==> config.mk <==
export PLATFORM = sky130hd
export DESIGN_NAME = fsup_top
export DESIGN_NICKNAME = d
export VERILOG_FILES = /design/src/hw/fsup_pkg.sv /design/src/hw/fsup_top.sv
export SDC_FILE = /design/constraint.sdc
export NUM_CORES = 1
export LEC_CHECK = 0
export BUFFER_PORTS_ARGS = -buffer_cell sky130_fd_sc_hd__buf_2
export CAP_MARGIN = 20
export CORE_UTILIZATION = 60
export DETAILED_ROUTE_END_ITERATION = 10
export PLACE_DENSITY_LB_ADDON = 0.25
export SYNTH_ARGS = -nofsm -noshare
export SYNTH_HDL_FRONTEND = slang
export SYNTH_SLANG_ARGS = --single-unit
==> constraint.sdc <==
create_clock -name clk -period 2.4 [get_ports clk]
set_input_delay 0.24 -clock clk [delete_from_list [all_inputs] [get_ports clk]]
set_output_delay 0.24 -clock clk [all_outputs]
set_load 0.01 [all_outputs]
==> src/hw/fsup_pkg.sv <==
package fsup_pkg;

  localparam int unsigned CLK_HZ          = 40_000_000;
  localparam int unsigned TRIP_TIME_MS    = 1000;
  localparam int unsigned RECOVER_TIME_MS = 30000;
  localparam int unsigned MAINS_TIME_MS   = 1000;
  localparam int unsigned BEEP_TIME_MS    = 250;
  localparam int unsigned TRIP_CYCLES    = CLK_HZ / 1000 * TRIP_TIME_MS;
  localparam int unsigned RECOVER_CYCLES = CLK_HZ / 1000 * RECOVER_TIME_MS;
  localparam int unsigned MAINS_CYCLES   = CLK_HZ / 1000 * MAINS_TIME_MS;
  localparam int unsigned BEEP_CYCLES    = CLK_HZ / 1000 * BEEP_TIME_MS;

  localparam int CNT_W = 31;

  // temperature in whole degrees c, unsigned
  localparam int TEMP_W = 8;
  localparam logic [TEMP_W-1:0] TRIP_TEMP_C    = 8'h50;
  localparam logic [TEMP_W-1:0] RECOVER_TEMP_C = 8'h46;

  // displayed fault code, zero when none
  typedef enum logic [3:0] {
    FSUP_CODE_NONE,
    FSUP_CODE_MAINS_UNDERVOLTAGE_WARNING,
    FSUP_CODE_MAINS_OVERVOLTAGE,
    FSUP_CODE_MAINS_SEVERE_UNDERVOLTAGE,
    FSUP_CODE_DIODE_OVERTEMP,
    FSUP_CODE_TRANSISTOR_OVERTEMP,
    FSUP_CODE_OUTPUT_OVERVOLTAGE,
    FSUP_CODE_PRIMARY_OVERCURRENT
  } fsup_code_type;

  typedef struct packed {
    logic transistor_overtemp;
    logic diode_overtemp;
    logic primary_overcurrent;
    logic output_overvoltage;
    logic mains_overvoltage;
    logic mains_severe_undervoltage;
    logic mains_undervoltage_warning;
  } fsup_faults_type;

  localparam fsup_faults_type FAULTS_RESET = '0;

endpackage

==> src/hw/fsup_top.sv <==
// Functional notes
// transistor sink above 80C for 1 s: code, stop current, buzzer constant, fan max
// diode sink above 80C for 1 s: code, stop current, buzzer constant, fan max
// thermal fault clears only after its sensor stays at or below 70C for 30 s
// primary overcurrent or output overvoltage: code, stop, buzzer; latched until power cycle
// capacitor voltage over nominal+10% for 1 s: code, stop, buzzer; self-clearing
// mains under nominal-10% for 1 s: warning code, beeping buzzer, current kept
// mains dangerously low for 1 s: code, stop, buzzer constant; self-clearing
// show most severe active code; current stays off while any stopping fault
`timescale 1ns/1ps
`default_nettype none
module fsup_top #(
  parameter int unsigned TRIP_CYCLES_P    = fsup_pkg::TRIP_CYCLES,
  parameter int unsigned RECOVER_CYCLES_P = fsup_pkg::RECOVER_CYCLES,
  parameter int unsigned MAINS_CYCLES_P   = fsup_pkg::MAINS_CYCLES,
  parameter int unsigned BEEP_CYCLES_P    = fsup_pkg::BEEP_CYCLES
) (
  input  wire logic                          clk,
  input  wire logic                          nrst,
  input  wire logic [fsup_pkg::TEMP_W-1:0]   transistor_temp_sensor,
  input  wire logic [fsup_pkg::TEMP_W-1:0]   diode_temp_sensor,
  input  wire logic                          primary_overcurrent,
  input  wire logic                          output_overvoltage,
  input  wire logic                          cap_overvoltage,
  input  wire logic                          mains_low,
  input  wire logic                          mains_danger_low,
  output logic                               weld_enable,
  output logic                               buzzer,
  output logic                               fan_max,
  output fsup_pkg::fsup_code_type            fault_code,
  output fsup_pkg::fsup_faults_type          faults
);

  localparam int N = 5;  // qualified conditions with timers

  // all sensor and comparator inputs are asynchronous to clk: two stages each; nrst is used unsynced
  logic [fsup_pkg::TEMP_W-1:0] t1_s1_q, t1_s2_q, t2_s1_q, t2_s2_q;
  logic [4:0]                  cmp_s1_q, cmp_s2_q;
  // sensor words are synced bit by bit, so one caught mid-change is garbage;
  // a word is only taken once two synced samples agree
  logic [fsup_pkg::TEMP_W-1:0] t1_s3_q, t2_s3_q, t1_q, t1_d, t2_q, t2_d;

  always_ff @(posedge clk) begin
    t1_s1_q  <= transistor_temp_sensor;
    t1_s2_q  <= t1_s1_q;
    t1_s3_q  <= t1_s2_q;
    t2_s1_q  <= diode_temp_sensor;
    t2_s2_q  <= t2_s1_q;
    t2_s3_q  <= t2_s2_q;
    t1_q     <= t1_d;
    t2_q     <= t2_d;
    cmp_s1_q <= {mains_danger_low, mains_low, cap_overvoltage, output_overvoltage, primary_overcurrent};
    cmp_s2_q <= cmp_s1_q;
  end

  // limitation: a sensor word that moves on every clock is never taken;
  // real heat sinks change far slower than that
  always_comb begin
    t1_d = t1_q;
    t2_d = t2_q;
    if (t1_s2_q == t1_s3_q) begin
      t1_d = t1_s2_q;
    end
    if (t2_s2_q == t2_s3_q) begin
      t2_d = t2_s2_q;
    end
  end

  function automatic logic temp_over_trip(input logic [fsup_pkg::TEMP_W-1:0] t);
    return t > fsup_pkg::TRIP_TEMP_C;
  endfunction

  function automatic logic temp_recovered(input logic [fsup_pkg::TEMP_W-1:0] t);
    return t <= fsup_pkg::RECOVER_TEMP_C;
  endfunction

  // qualify-set and qualify-clear timers per condition
  // index: 0 transistor temp, 1 diode temp, 2 cap over, 3 mains low, 4 mains danger
  logic [N-1:0] raw_hi, raw_lo, act_q, act_d;
  logic [fsup_pkg::CNT_W-1:0] cnt_q [N];
  logic [fsup_pkg::CNT_W-1:0] cnt_d [N];
  logic [fsup_pkg::CNT_W-1:0] set_lim [N];
  logic [fsup_pkg::CNT_W-1:0] clr_lim [N];

  always_comb begin
    raw_hi[0] = temp_over_trip(t1_q);
    raw_lo[0] = temp_recovered(t1_q);
    raw_hi[1] = temp_over_trip(t2_q);
    raw_lo[1] = temp_recovered(t2_q);
    raw_hi[2] = cmp_s2_q[2];
    raw_lo[2] = !cmp_s2_q[2];
    raw_hi[3] = cmp_s2_q[3];
    raw_lo[3] = !cmp_s2_q[3];
    raw_hi[4] = cmp_s2_q[4];
    raw_lo[4] = !cmp_s2_q[4];
    set_lim[0] = fsup_pkg::CNT_W'(TRIP_CYCLES_P - 1);
    set_lim[1] = fsup_pkg::CNT_W'(TRIP_CYCLES_P - 1);
    clr_lim[0] = fsup_pkg::CNT_W'(RECOVER_CYCLES_P - 1);
    clr_lim[1] = fsup_pkg::CNT_W'(RECOVER_CYCLES_P - 1);
    for (int i = 2; i < N; i++) begin
      set_lim[i] = fsup_pkg::CNT_W'(MAINS_CYCLES_P - 1);
      // mains faults clear as soon as the voltage is back
      clr_lim[i] = '0;
    end
  end

  genvar g;
  generate
    for (g = 0; g < N; g++) begin : g_qual
      always_comb begin
        act_d[g] = act_q[g];
        cnt_d[g] = '0;
        if (!act_q[g]) begin
          // any drop below threshold restarts the one second count
          if (raw_hi[g]) begin
            if (cnt_q[g] >= set_lim[g]) begin
              act_d[g] = 1'b1;
            end else begin
              cnt_d[g] = cnt_q[g] + 1'b1;
            end
          end
        end else if (raw_lo[g]) begin
          if (cnt_q[g] >= clr_lim[g]) begin
            act_d[g] = 1'b0;
          end else begin
            cnt_d[g] = cnt_q[g] + 1'b1;
          end
        end
      end
    end
  endgenerate

  always_ff @(posedge clk) begin
    if (!nrst) begin
      act_q <= '0;
      for (int i = 0; i < N; i++) cnt_q[i] <= '0;
    end else begin
      act_q <= act_d;
      for (int i = 0; i < N; i++) cnt_q[i] <= cnt_d[i];
    end
  end

  // power-cycle latched faults: only nrst clears them
  logic [1:0] latch_q, latch_d;
  always_comb begin
    latch_d = latch_q | cmp_s2_q[1:0];
  end

  always_ff @(posedge clk) begin
    if (!nrst) begin
      latch_q <= '0;
    end else begin
      latch_q <= latch_d;
    end
  end

  // most severe first: latched, then thermal, then mains
  function automatic fsup_pkg::fsup_code_type worst_code(input fsup_pkg::fsup_faults_type f);
    if (f.primary_overcurrent)             return fsup_pkg::FSUP_CODE_PRIMARY_OVERCURRENT;
    else if (f.output_overvoltage)         return fsup_pkg::FSUP_CODE_OUTPUT_OVERVOLTAGE;
    else if (f.transistor_overtemp)        return fsup_pkg::FSUP_CODE_TRANSISTOR_OVERTEMP;
    else if (f.diode_overtemp)             return fsup_pkg::FSUP_CODE_DIODE_OVERTEMP;
    else if (f.mains_severe_undervoltage)  return fsup_pkg::FSUP_CODE_MAINS_SEVERE_UNDERVOLTAGE;
    else if (f.mains_overvoltage)          return fsup_pkg::FSUP_CODE_MAINS_OVERVOLTAGE;
    else if (f.mains_undervoltage_warning) return fsup_pkg::FSUP_CODE_MAINS_UNDERVOLTAGE_WARNING;
    else                                   return fsup_pkg::FSUP_CODE_NONE;
  endfunction

  fsup_pkg::fsup_faults_type f_d;
  fsup_pkg::fsup_code_type   code_d;
  logic                      stop_d, beep_d, fan_d;
  logic [fsup_pkg::CNT_W-1:0] beep_cnt_q, beep_cnt_d;
  logic                      beep_ph_q, beep_ph_d;

  always_comb begin
    f_d.transistor_overtemp        = act_d[0];
    f_d.diode_overtemp             = act_d[1];
    f_d.mains_overvoltage          = act_d[2];
    f_d.mains_undervoltage_warning = act_d[3];
    f_d.mains_severe_undervoltage  = act_d[4];
    f_d.primary_overcurrent        = latch_d[0];
    f_d.output_overvoltage         = latch_d[1];
    code_d = worst_code(f_d);
    stop_d = f_d.transistor_overtemp | f_d.diode_overtemp | f_d.primary_overcurrent
           | f_d.output_overvoltage | f_d.mains_overvoltage | f_d.mains_severe_undervoltage;
    fan_d  = f_d.transistor_overtemp | f_d.diode_overtemp;
    beep_cnt_d = '0;
    beep_ph_d  = 1'b0;
    if (f_d.mains_undervoltage_warning) begin
      beep_ph_d = beep_ph_q;
      if (beep_cnt_q >= fsup_pkg::CNT_W'(BEEP_CYCLES_P - 1)) begin
        beep_ph_d = !beep_ph_q;
      end else begin
        beep_cnt_d = beep_cnt_q + 1'b1;
      end
    end
    // a stopping fault overrides the intermittent pattern
    beep_d = stop_d | beep_ph_d;
  end

  always_ff @(posedge clk) begin
    if (!nrst) begin
      beep_cnt_q  <= '0;
      beep_ph_q   <= 1'b0;
      weld_enable <= 1'b0;
      buzzer      <= 1'b0;
      fan_max     <= 1'b0;
      fault_code  <= fsup_pkg::FSUP_CODE_NONE;
      faults      <= fsup_pkg::FAULTS_RESET;
    end else begin
      beep_cnt_q  <= beep_cnt_d;
      beep_ph_q   <= beep_ph_d;
      weld_enable <= !stop_d;
      buzzer      <= beep_d;
      fan_max     <= fan_d;
      fault_code  <= code_d;
      faults      <= f_d;
    end
  end

endmodule
`default_nettype wire

# ---- Word-level counts from Yosys, hierarchy flattened
# Memory sizes are Yosys's and may differ from the RTL's.
# Cells that the tools add are included.
dict set report totals {
  ff_bits 127
  mem_bits_rw 155
  output_inout_bits 14
  elab_cells 134
  n_memories 1
}
dict set report classes {
  add_sub_neg 6
  order_cmp 15
  eq_ne 2
  n_mux 66
  bitwise 14
  n_reduce_logical 4
}
# name depth width read_ports rd_ports_with_merged_regs write_ports line_no
set memory_table {}
lappend memory_table {cnt_q 5 31 5 0 5 fsup_top.sv:80} ;# logic [fsup_pkg::CNT_W-1:0] cnt_q [N];
# cell n
set ops {}
lappend ops {{31-bit 2-to-1 mux} 30}
lappend ops {{31-bit by 1-bit adder with 31-bit output, second input constant} 6}
lappend ops {{31-bit by 26-bit greater-or-equal comparator with 1-bit output, second input constant} 5}
lappend ops {{31-bit by 1-bit greater-or-equal comparator with 1-bit output, second input constant} 3}
lappend ops {{31-bit greater-or-equal comparator, second input constant} 2}
lappend ops {{31-bit by 24-bit greater-or-equal comparator with 1-bit output, second input constant} 1}
lappend ops {{1-bit 2-to-1 mux} 30}
lappend ops {{8-bit == test} 2}
lappend ops {{8-bit by 7-bit greater-than comparator with 1-bit output, second input constant} 2}
lappend ops {{8-bit by 7-bit less-or-equal comparator with 1-bit output, second input constant} 2}
lappend ops {{3-bit 2-to-1 mux} 4}
lappend ops {{1-bit OR} 11}
lappend ops {{7-bit OR reduction} 1}
lappend ops {{2-bit 2-to-1 mux} 2}
lappend ops {{3-bit OR reduction} 1}
lappend ops {{1-bit zero test} 2}
lappend ops {{1-bit inverter} 2}
lappend ops {{2-bit OR} 1}

# ---- Depth between registers and ports, before layout
# Gate-level depths: netlist of the first run.
# An unclocked memory read counts as a cell.
dict set report depth {
  ltp_word 12
  mapped_depth 9
  ltp_nobuf 7
}

# ---- Worst setup path after synthesis of the first run
# Ideal clock, no wire load.
dict set report synth_path {
  path_type {register -> register}
  startpoint {mem cnt_q[0][45] (netlist name)}
  endpoint {mem cnt_q[0][61] (netlist name)}
  setup_ns 0.116
  arrival_time_ns 1.873
  path_slack_ns 0.411
  path_stages_with_launch 9
  n_path_buf 2
  period_less_slack_ns 1.989
  cell_sequence {dfxtp_1 -> buf_6 -> or4_4 -> nor4_1 -> nand2_1 -> and4b_4 -> o21ai_4 -> buf_6 -> nor2_2}
}
# element line_no
set synth_rtl {}
lappend synth_rtl {{start, declared} fsup_top.sv:80}

# ---- Final worst setup path of the first run
dict set report layout_path {
  startpoint {reg beep_cnt_q[24] (netlist name)}
  endpoint {reg buzzer}
}
dict set report layout_via {
  elab_chain_len 4
}
# element line_no
set layout_rtl {}
lappend layout_rtl {{start, declared} fsup_top.sv:172} ;# logic [fsup_pkg::CNT_W-1:0] beep_cnt_q, beep_cnt_d;
lappend layout_rtl {{start signal, assigned} fsup_top.sv:211} ;# beep_cnt_q <= beep_cnt_d;
lappend layout_rtl {{31-bit by 24-bit greater-or-equal comparator with 1-bit output} fsup_top.sv:191} ;# if (beep_cnt_q >= fsup_pkg::CNT_W'(BEEP_CYCLES_P - 1)) begin
lappend layout_rtl {{1-bit 2-to-1 mux} fsup_top.sv:191}
lappend layout_rtl {{1-bit 2-to-1 mux} fsup_top.sv:189} ;# if (f_d.mains_undervoltage_warning) begin
lappend layout_rtl {{1-bit OR} fsup_top.sv:198} ;# beep_d = stop_d | beep_ph_d;
lappend layout_rtl {{end signal, assigned} fsup_top.sv:214} ;# buzzer <= beep_d;
lappend layout_rtl {{end, declared} fsup_top.sv:28} ;# output logic buzzer,
# No other way between the ends.
# A chain may end at the register's enable or synchronous reset.

==> impl_metrics.env, run 1 <==
export IMPL_outcome="completed"
export IMPL_synthArstFlopShare_pct=0
export IMPL_rsz0062_at_grt="false"
export IMPL_critPathMaxFanout=3
export IMPL_pwr_share_comb_pct=1.7
export IMPL_yosysSeqAreaShare_pct=51.2
export IMPL_seq_power_share_pct=48.9
export IMPL_rows=49
export IMPL_n_antenna_cell=0
export IMPL_core_um2=18000
export IMPL_port_buffers=35
export IMPL_setup_viol=0
export IMPL_dr_max_layer_used="met4"
export IMPL_whs_ps=159
export IMPL_fillCellCount=1368
export IMPL_wl_met1_um=9450
export IMPL_dpl_cell_area_um2=11500
export IMPL_ys_flop_type="dfxtp_1"
export IMPL_layout_cells_non_filler=1480
export IMPL_p_int_mw=7.73
export IMPL_clockPowerShare_pct=49.3
export IMPL_fin_tns_setup_ps=0
export IMPL_grt_pass1_vias=7439
export IMPL_die_x_um=138
export IMPL_cts_tree="done"
export IMPL_finalWirelength_um=20200
export IMPL_p_per_area_nw_per_um2=756
export IMPL_path_class="reg2reg"
export IMPL_slew_headroom_pct=42.8
export IMPL_num_vias=8026
export IMPL_worstPathArrival_ps=2570
export IMPL_place_hpwl_um=13500
export IMPL_fin_area_um2=12800
export IMPL_drt_drc_violations_left=0
export IMPL_cts_setup_buffers=0
export IMPL_endpoint_kind="register"
export IMPL_syn_instance_count=1143
export IMPL_dp_cells=1407
export IMPL_drt_vias_per_instance=5.42
export IMPL_hold_violations=0
export IMPL_grt_pass1_wl_um=33300
export IMPL_design_die_area_um2=18900
export IMPL_root_buffer="clkbuf_16"
export IMPL_cp_start_kind="register"
export IMPL_dr_pass1_iters=4
export IMPL_antenna_found_initial=0
export IMPL_fin_crit_ps=2200
export IMPL_ant_nets=0
export IMPL_cts_htree_levels=1
export IMPL_vdd_drop_max_uv=772
export IMPL_ys_ff_latch=274
export IMPL_final_max_slew_violation_count=0
export IMPL_ios=37
export IMPL_worst_pin_slew_ps=851
export IMPL_yosysUniqueCellTypes=71
export IMPL_cp_required_ps=2770
export IMPL_p_sw_mw=1.93
export IMPL_clk_pin_slew_ps=60
export IMPL_syn2layout_area_growth_pct=15.8
export IMPL_syn_area_per_cell_um2=9.65
export IMPL_syn_cell_area_um2=11000
export IMPL_hold_class="in2reg"
export IMPL_max_clock_path_buffers=3
export IMPL_synth_warnings=0
export IMPL_finalClockSkew_ps=9.21
export IMPL_drtIter0Drc=420
export IMPL_start_util_pct=61.2
export IMPL_layout_commonest_cell="dfxtp_1"
export IMPL_post_drt_wl_per_cell_um=13.6
export IMPL_gr_usage_all_layers_pct=21.5
export IMPL_wl_met2_um=9620
export IMPL_clock_fmax_ghz=0.454
export IMPL_overflow=0
export IMPL_grt_max_degree=33
export IMPL_p_leak_nw=4.45
export IMPL_maxCapViolCount=0
export IMPL_switching_share_pct=19.9
export IMPL_clock_latency_ps=530
export IMPL_final_cell_mix="258 x dfxtp_1, 158 x nor2_1, 82 x nand2_1, 82 x xnor2_1, 81 x xor2_1"
export IMPL_clkSinkCount=274
export IMPL_synth_edf_count=16
export IMPL_cts_buffers=28
export IMPL_routabilityCongestion=0.856
export IMPL_drive_above_1_share_pct=13.1
export IMPL_dr_wl_met3_um=722
export IMPL_die_h_um=138
export IMPL_layout_nets=1258
export IMPL_final_util_pct=70.9
export IMPL_fin_crit_sh_pct=91.7
-- cell families (layout without fill, tap and decap cells) --
logic type / after synthesis / count (layout) / synth area share (%)
AOI/OAI and AO/OA: 109 / 109 / 7.10
xor gates and xnor gates: 163 / 163 / 12.9
DFF: 274 / 274 / 51.2
adders and majority gates: 6 / 6 / 0.680
and+or+nand+nor: 527 / 527 / 25.0
buffers and inverters: 63 / 149 / 3.13
other: 1 / 23 / 0.0340
-- power groups by stage --
stage               Clock [mW]  Sequential, mW  Combinational, mW
floorplan                    0            4.82             0.0874
global placement             0            4.82              0.137
detailed placement           0            4.82              0.140
CTS                       4.87            4.72              0.168
global route              5.04            4.73              0.186
finish                    4.77            4.72              0.168
-- cell type report --
cell class | count | area [µm²] | area share [%]
Multi-Input combinational cell | 828 | 5140 | 40.3
Clock buffer | 33 | 771 | 6.03
Inverter | 21 | 78.8 | 0.617
Clock inverter | 19 | 280 | 2.19
Sequential cell | 274 | 5650 | 44.2
Timing Repair Buffer | 76 | 573 | 4.48
Tap cell | 229 | 287 | 2.24
-- registers in the layout, indices dropped and copies added (netlist names), 2 cells and up --
name        count
act_q           5
beep_cnt_q     31
cmp_s1_q        5
cmp_s2_q        5
cnt_q         155
fault_code      3
latch_q         2
t1_q            8
t1_s1_q         8
t1_s2_q         8
t1_s3_q         8
t2_q            8
t2_s1_q         8
t2_s2_q         8
t2_s3_q         8
-- cells in the mapped netlist, drive strengths merged (15+ instances only) --
cell	n	area, µm²
inv	20	75.1
and4	17	150
xor2	81	709
nand4	54	350
a21oi	15	75.1
a211oi	30	230
dfxtp	258	5160
and3	27	169
edfxtp	16	480
nor3	33	170
nor2	188	781
clkbuf	16	91.3
o21ai	19	106
nand2	82	308
xnor2	82	718
nor4	26	203
nand3	55	288
buf	26	175
-- worst paths after layout --
check                      start      endpoint  slack (ps)  cells past startpoint
hold / removal              nrst  cnt_q[0][10]         160                      3
setup / recovery  beep_cnt_q[24]        buzzer         200                      6
setup reg to reg  beep_cnt_q[24]        buzzer         200                      6
hold reg to reg       t2_s1_q[5]    t2_s2_q[5]         320                      0
-- timing repair --
| item | in CTS | in global routing |
|---|---|---|
| endpoints found under the setup margin | 0 | 31 |
| endpoints found under the hold margin | 21 | 0 |
| hold buffers | 21 | 0 |
| gates resized for setup | 0 | 3 |
-- per-layer routing --
layer,GRT usage [%],up-vias
li1,-,4155
met3,3.38,30
met4,6.47,0
met1,27.7,3731
met5,0,-
met2,36.9,110
-- worst max-delay path, stage by stage, from the launching register on --
cell and delay, ps:
dfxtp_1 290, or4_1 520, nor4_2 170, o211ai_1 160
or3_1 390, a311oi_1 350, a41oi_1 160
-- stage by stage --
step           power [mW]  setup WS [ps]
3_5_place_dp         4.96            201
4_1_cts              9.76            174
3_3_place_gp         4.96            242
6_report             9.66            198
5_1_grt              9.96           10.4
2_1_floorplan        4.90            411
No activity file was read; power rests on OpenSTA's default activity.
==> run 2: changes to the inputs <==
- SETUP_SLACK_MARGIN: default -> 0.5
==> run 2 against run 1 <==
Against the previous run: highest routed layer unchanged; wire length increased by 26%; critical path type unchanged; hold slack gained 3.3 ps; setup slack gained 100 ps; sequential power about the same; global-route usage rose by 2.9 points; critical endpoint is now cnt_q[0][37]; clock-buffer cell count rose by 3; sequential share of layout area shrank 3.7 points; via count is 9.3% higher; register-to-register slack better by 100 ps.
==> impl_metrics.env, run 2 (same netlist as run 1, synthesis figures left out) <==
export IMPL_rr_startpoint="cnt_q[0][52]"
export IMPL_final_max_slew_violation_count=0
export IMPL_die_x_um=138
export IMPL_slew_headroom_pct=58.6
export IMPL_grt_pass1_vias=7938
export IMPL_clk_pin_slew_ps=60
export IMPL_maxCapViolCount=0
export IMPL_clkSinkCount=274
export IMPL_final_cell_mix="214 x dfxtp_1, 153 x nor2_1, 82 x xnor2_1, 80 x nand2_1, 80 x xor2_1"
export IMPL_drtIter0Drc=747
export IMPL_cp_start_kind="register"
export IMPL_drt_drc_violations_left=0
export IMPL_p_total_mw=9.67
export IMPL_setup_viol=0
export IMPL_worstPathArrival_ps=2530
export IMPL_drt_vias_per_instance=5.77
export IMPL_rsz0062_at_grt="true"
export IMPL_startpoint="cnt_q[0][52]"
export IMPL_grt_pass1_wl_um=37400
export IMPL_min_from="nrst"
export IMPL_r2r_end="cnt_q[0][37]"
export IMPL_worst_pin_slew_ps=619
export IMPL_critPathMaxFanout=9
export IMPL_drive_above_1_share_pct=27.9
export IMPL_n_antenna_cell=0
export IMPL_layout_nets=1301
export IMPL_layout_commonest_cell="dfxtp_1"
export IMPL_rrSetupSlack_ps=300
export IMPL_grt_max_degree=35
export IMPL_clock_fmax_ghz=0.477
export IMPL_syn2layout_area_growth_pct=28.3
export IMPL_port_buffers=35
export IMPL_rows=49
export IMPL_cts_buffers=27
export IMPL_fin_crit_ps=2100
export IMPL_outcome="completed"
export IMPL_cts_tree="done"
export IMPL_root_buffer="clkbuf_16"
export IMPL_antenna_found_initial=0
export IMPL_cp_endpoint="cnt_q[0][37]"
export IMPL_fin_crit_sh_pct=87.4
export IMPL_hold_violations=0
export IMPL_endpoint_kind="register"
export IMPL_top_regs="cnt_q x155, beep_cnt_q x31"
export IMPL_gr_usage_all_layers_pct=24.4
export IMPL_clock_latency_ps=540
export IMPL_num_vias=8774
export IMPL_place_hpwl_um=13700
export IMPL_cts_htree_levels=1
export IMPL_finalClockSkew_ps=17.5
export IMPL_hold_class="in2reg"
export IMPL_p_leak_nw=4.98
export IMPL_dr_pass1_iters=5
export IMPL_p_per_area_nw_per_um2=683
export IMPL_path_class="reg2reg"
export IMPL_cp_required_ps=2830
export IMPL_whs_ps=162
export IMPL_post_drt_wl_per_cell_um=16.7
export IMPL_ios=37
export IMPL_core_um2=18000
export IMPL_design_die_area_um2=18900
export IMPL_largest_reg_flops=155
export IMPL_max_clock_path_buffers=3
export IMPL_regMostFlops="cnt_q"
export IMPL_finalWirelength_um=25400
export IMPL_die_h_um=138
export IMPL_overflow=0
export IMPL_start_util_pct=61.2
export IMPL_routabilityCongestion=0.853
export IMPL_ant_nets=0
export IMPL_fin_tns_setup_ps=0
export IMPL_rr_worst_depth=8
export IMPL_vdd_drop_max_uv=971
run 2: cell types whose count changed in the layout (fill, tap and decap cells not counted), sizes merged:
cell,delta
clkbuf,+4
inv,-2
bufinv,+1
clkinv,-5
buf,+43
run 2: metrics by stage:
stage | instances | setup slack, ps | utilization, % | area, µm²
finish | 1521 | 303 | 78.5 | 14200
global route | 1521 | 233 | 78.5 | 14200
CTS | 1496 | 328 | 74.3 | 13400
detailed placement | 1406 | 231 | 63.8 | 11500
global placement | 1406 | 265 | 63.8 | 11500
floorplan | 1165 | 451 | - | 11100
run 2: layout make-up:
| type | instances | area, µm² |
|---|---|---|
| well taps | 229 | 287 |
| flip-flops and latches | 274 | 5730 |
| inverters | 21 | 78.8 |
| clock buffers | 36 | 769 |
| clock inverters | 13 | 251 |
| repair buffers | 120 | 1070 |
| fillers | 1074 | 3870 |
| multi-input cells | 828 | 5970 |
run 2: what timing repair did:
item | in CTS | in global routing
cloned | 3 | 5
hold buffers | 21 | 0
buffers inserted | 17 | 20
endpoints found under the hold margin | 21 | 0
endpoints found under the setup margin | 149 | 144
gates resized for setup | 110 | 137
pin swaps | 41 | 74
run 2: where the power goes:
group	leakage [nW]	internal (mW)	switching [mW]
clock	0.491	3.00	1.74
combinational	2.21	0.108	0.0991
sequential	2.28	4.66	0.0506
total	4.98	7.77	1.89
run 2: per-layer routing:
| layer | GRT usage, % | wire length [µm] |
|---|---|---|
| met1 | 31.5 | 10900 |
| met2 | 41.6 | 12400 |
| met3 | 3.38 | 1120 |
| met4 | 8.36 | 939 |
| met5 | 0 | 0 |
run 2: how the worst min path moves through the flow:
stage                         to  slack, ps  cells past startpoint
detailed placement   cmp_s2_q[1]        310                      0
global placement      t1_s2_q[7]        310                      0
global route        cnt_q[0][10]        170                      3
finish              cnt_q[0][14]        160                      3
CTS                 cnt_q[0][10]        130                      3
floorplan            cmp_s1_q[0]        270                      0
run 2: critical path, cell delays in order (launching register included):
cell and delay [ps]:
dfxtp_2 350, or4_4 540, nor4_4 180, nand2_1 180
and4b_4 230, o21ai_4 180, buf_12 150, buf_12 130
nor2_2 50
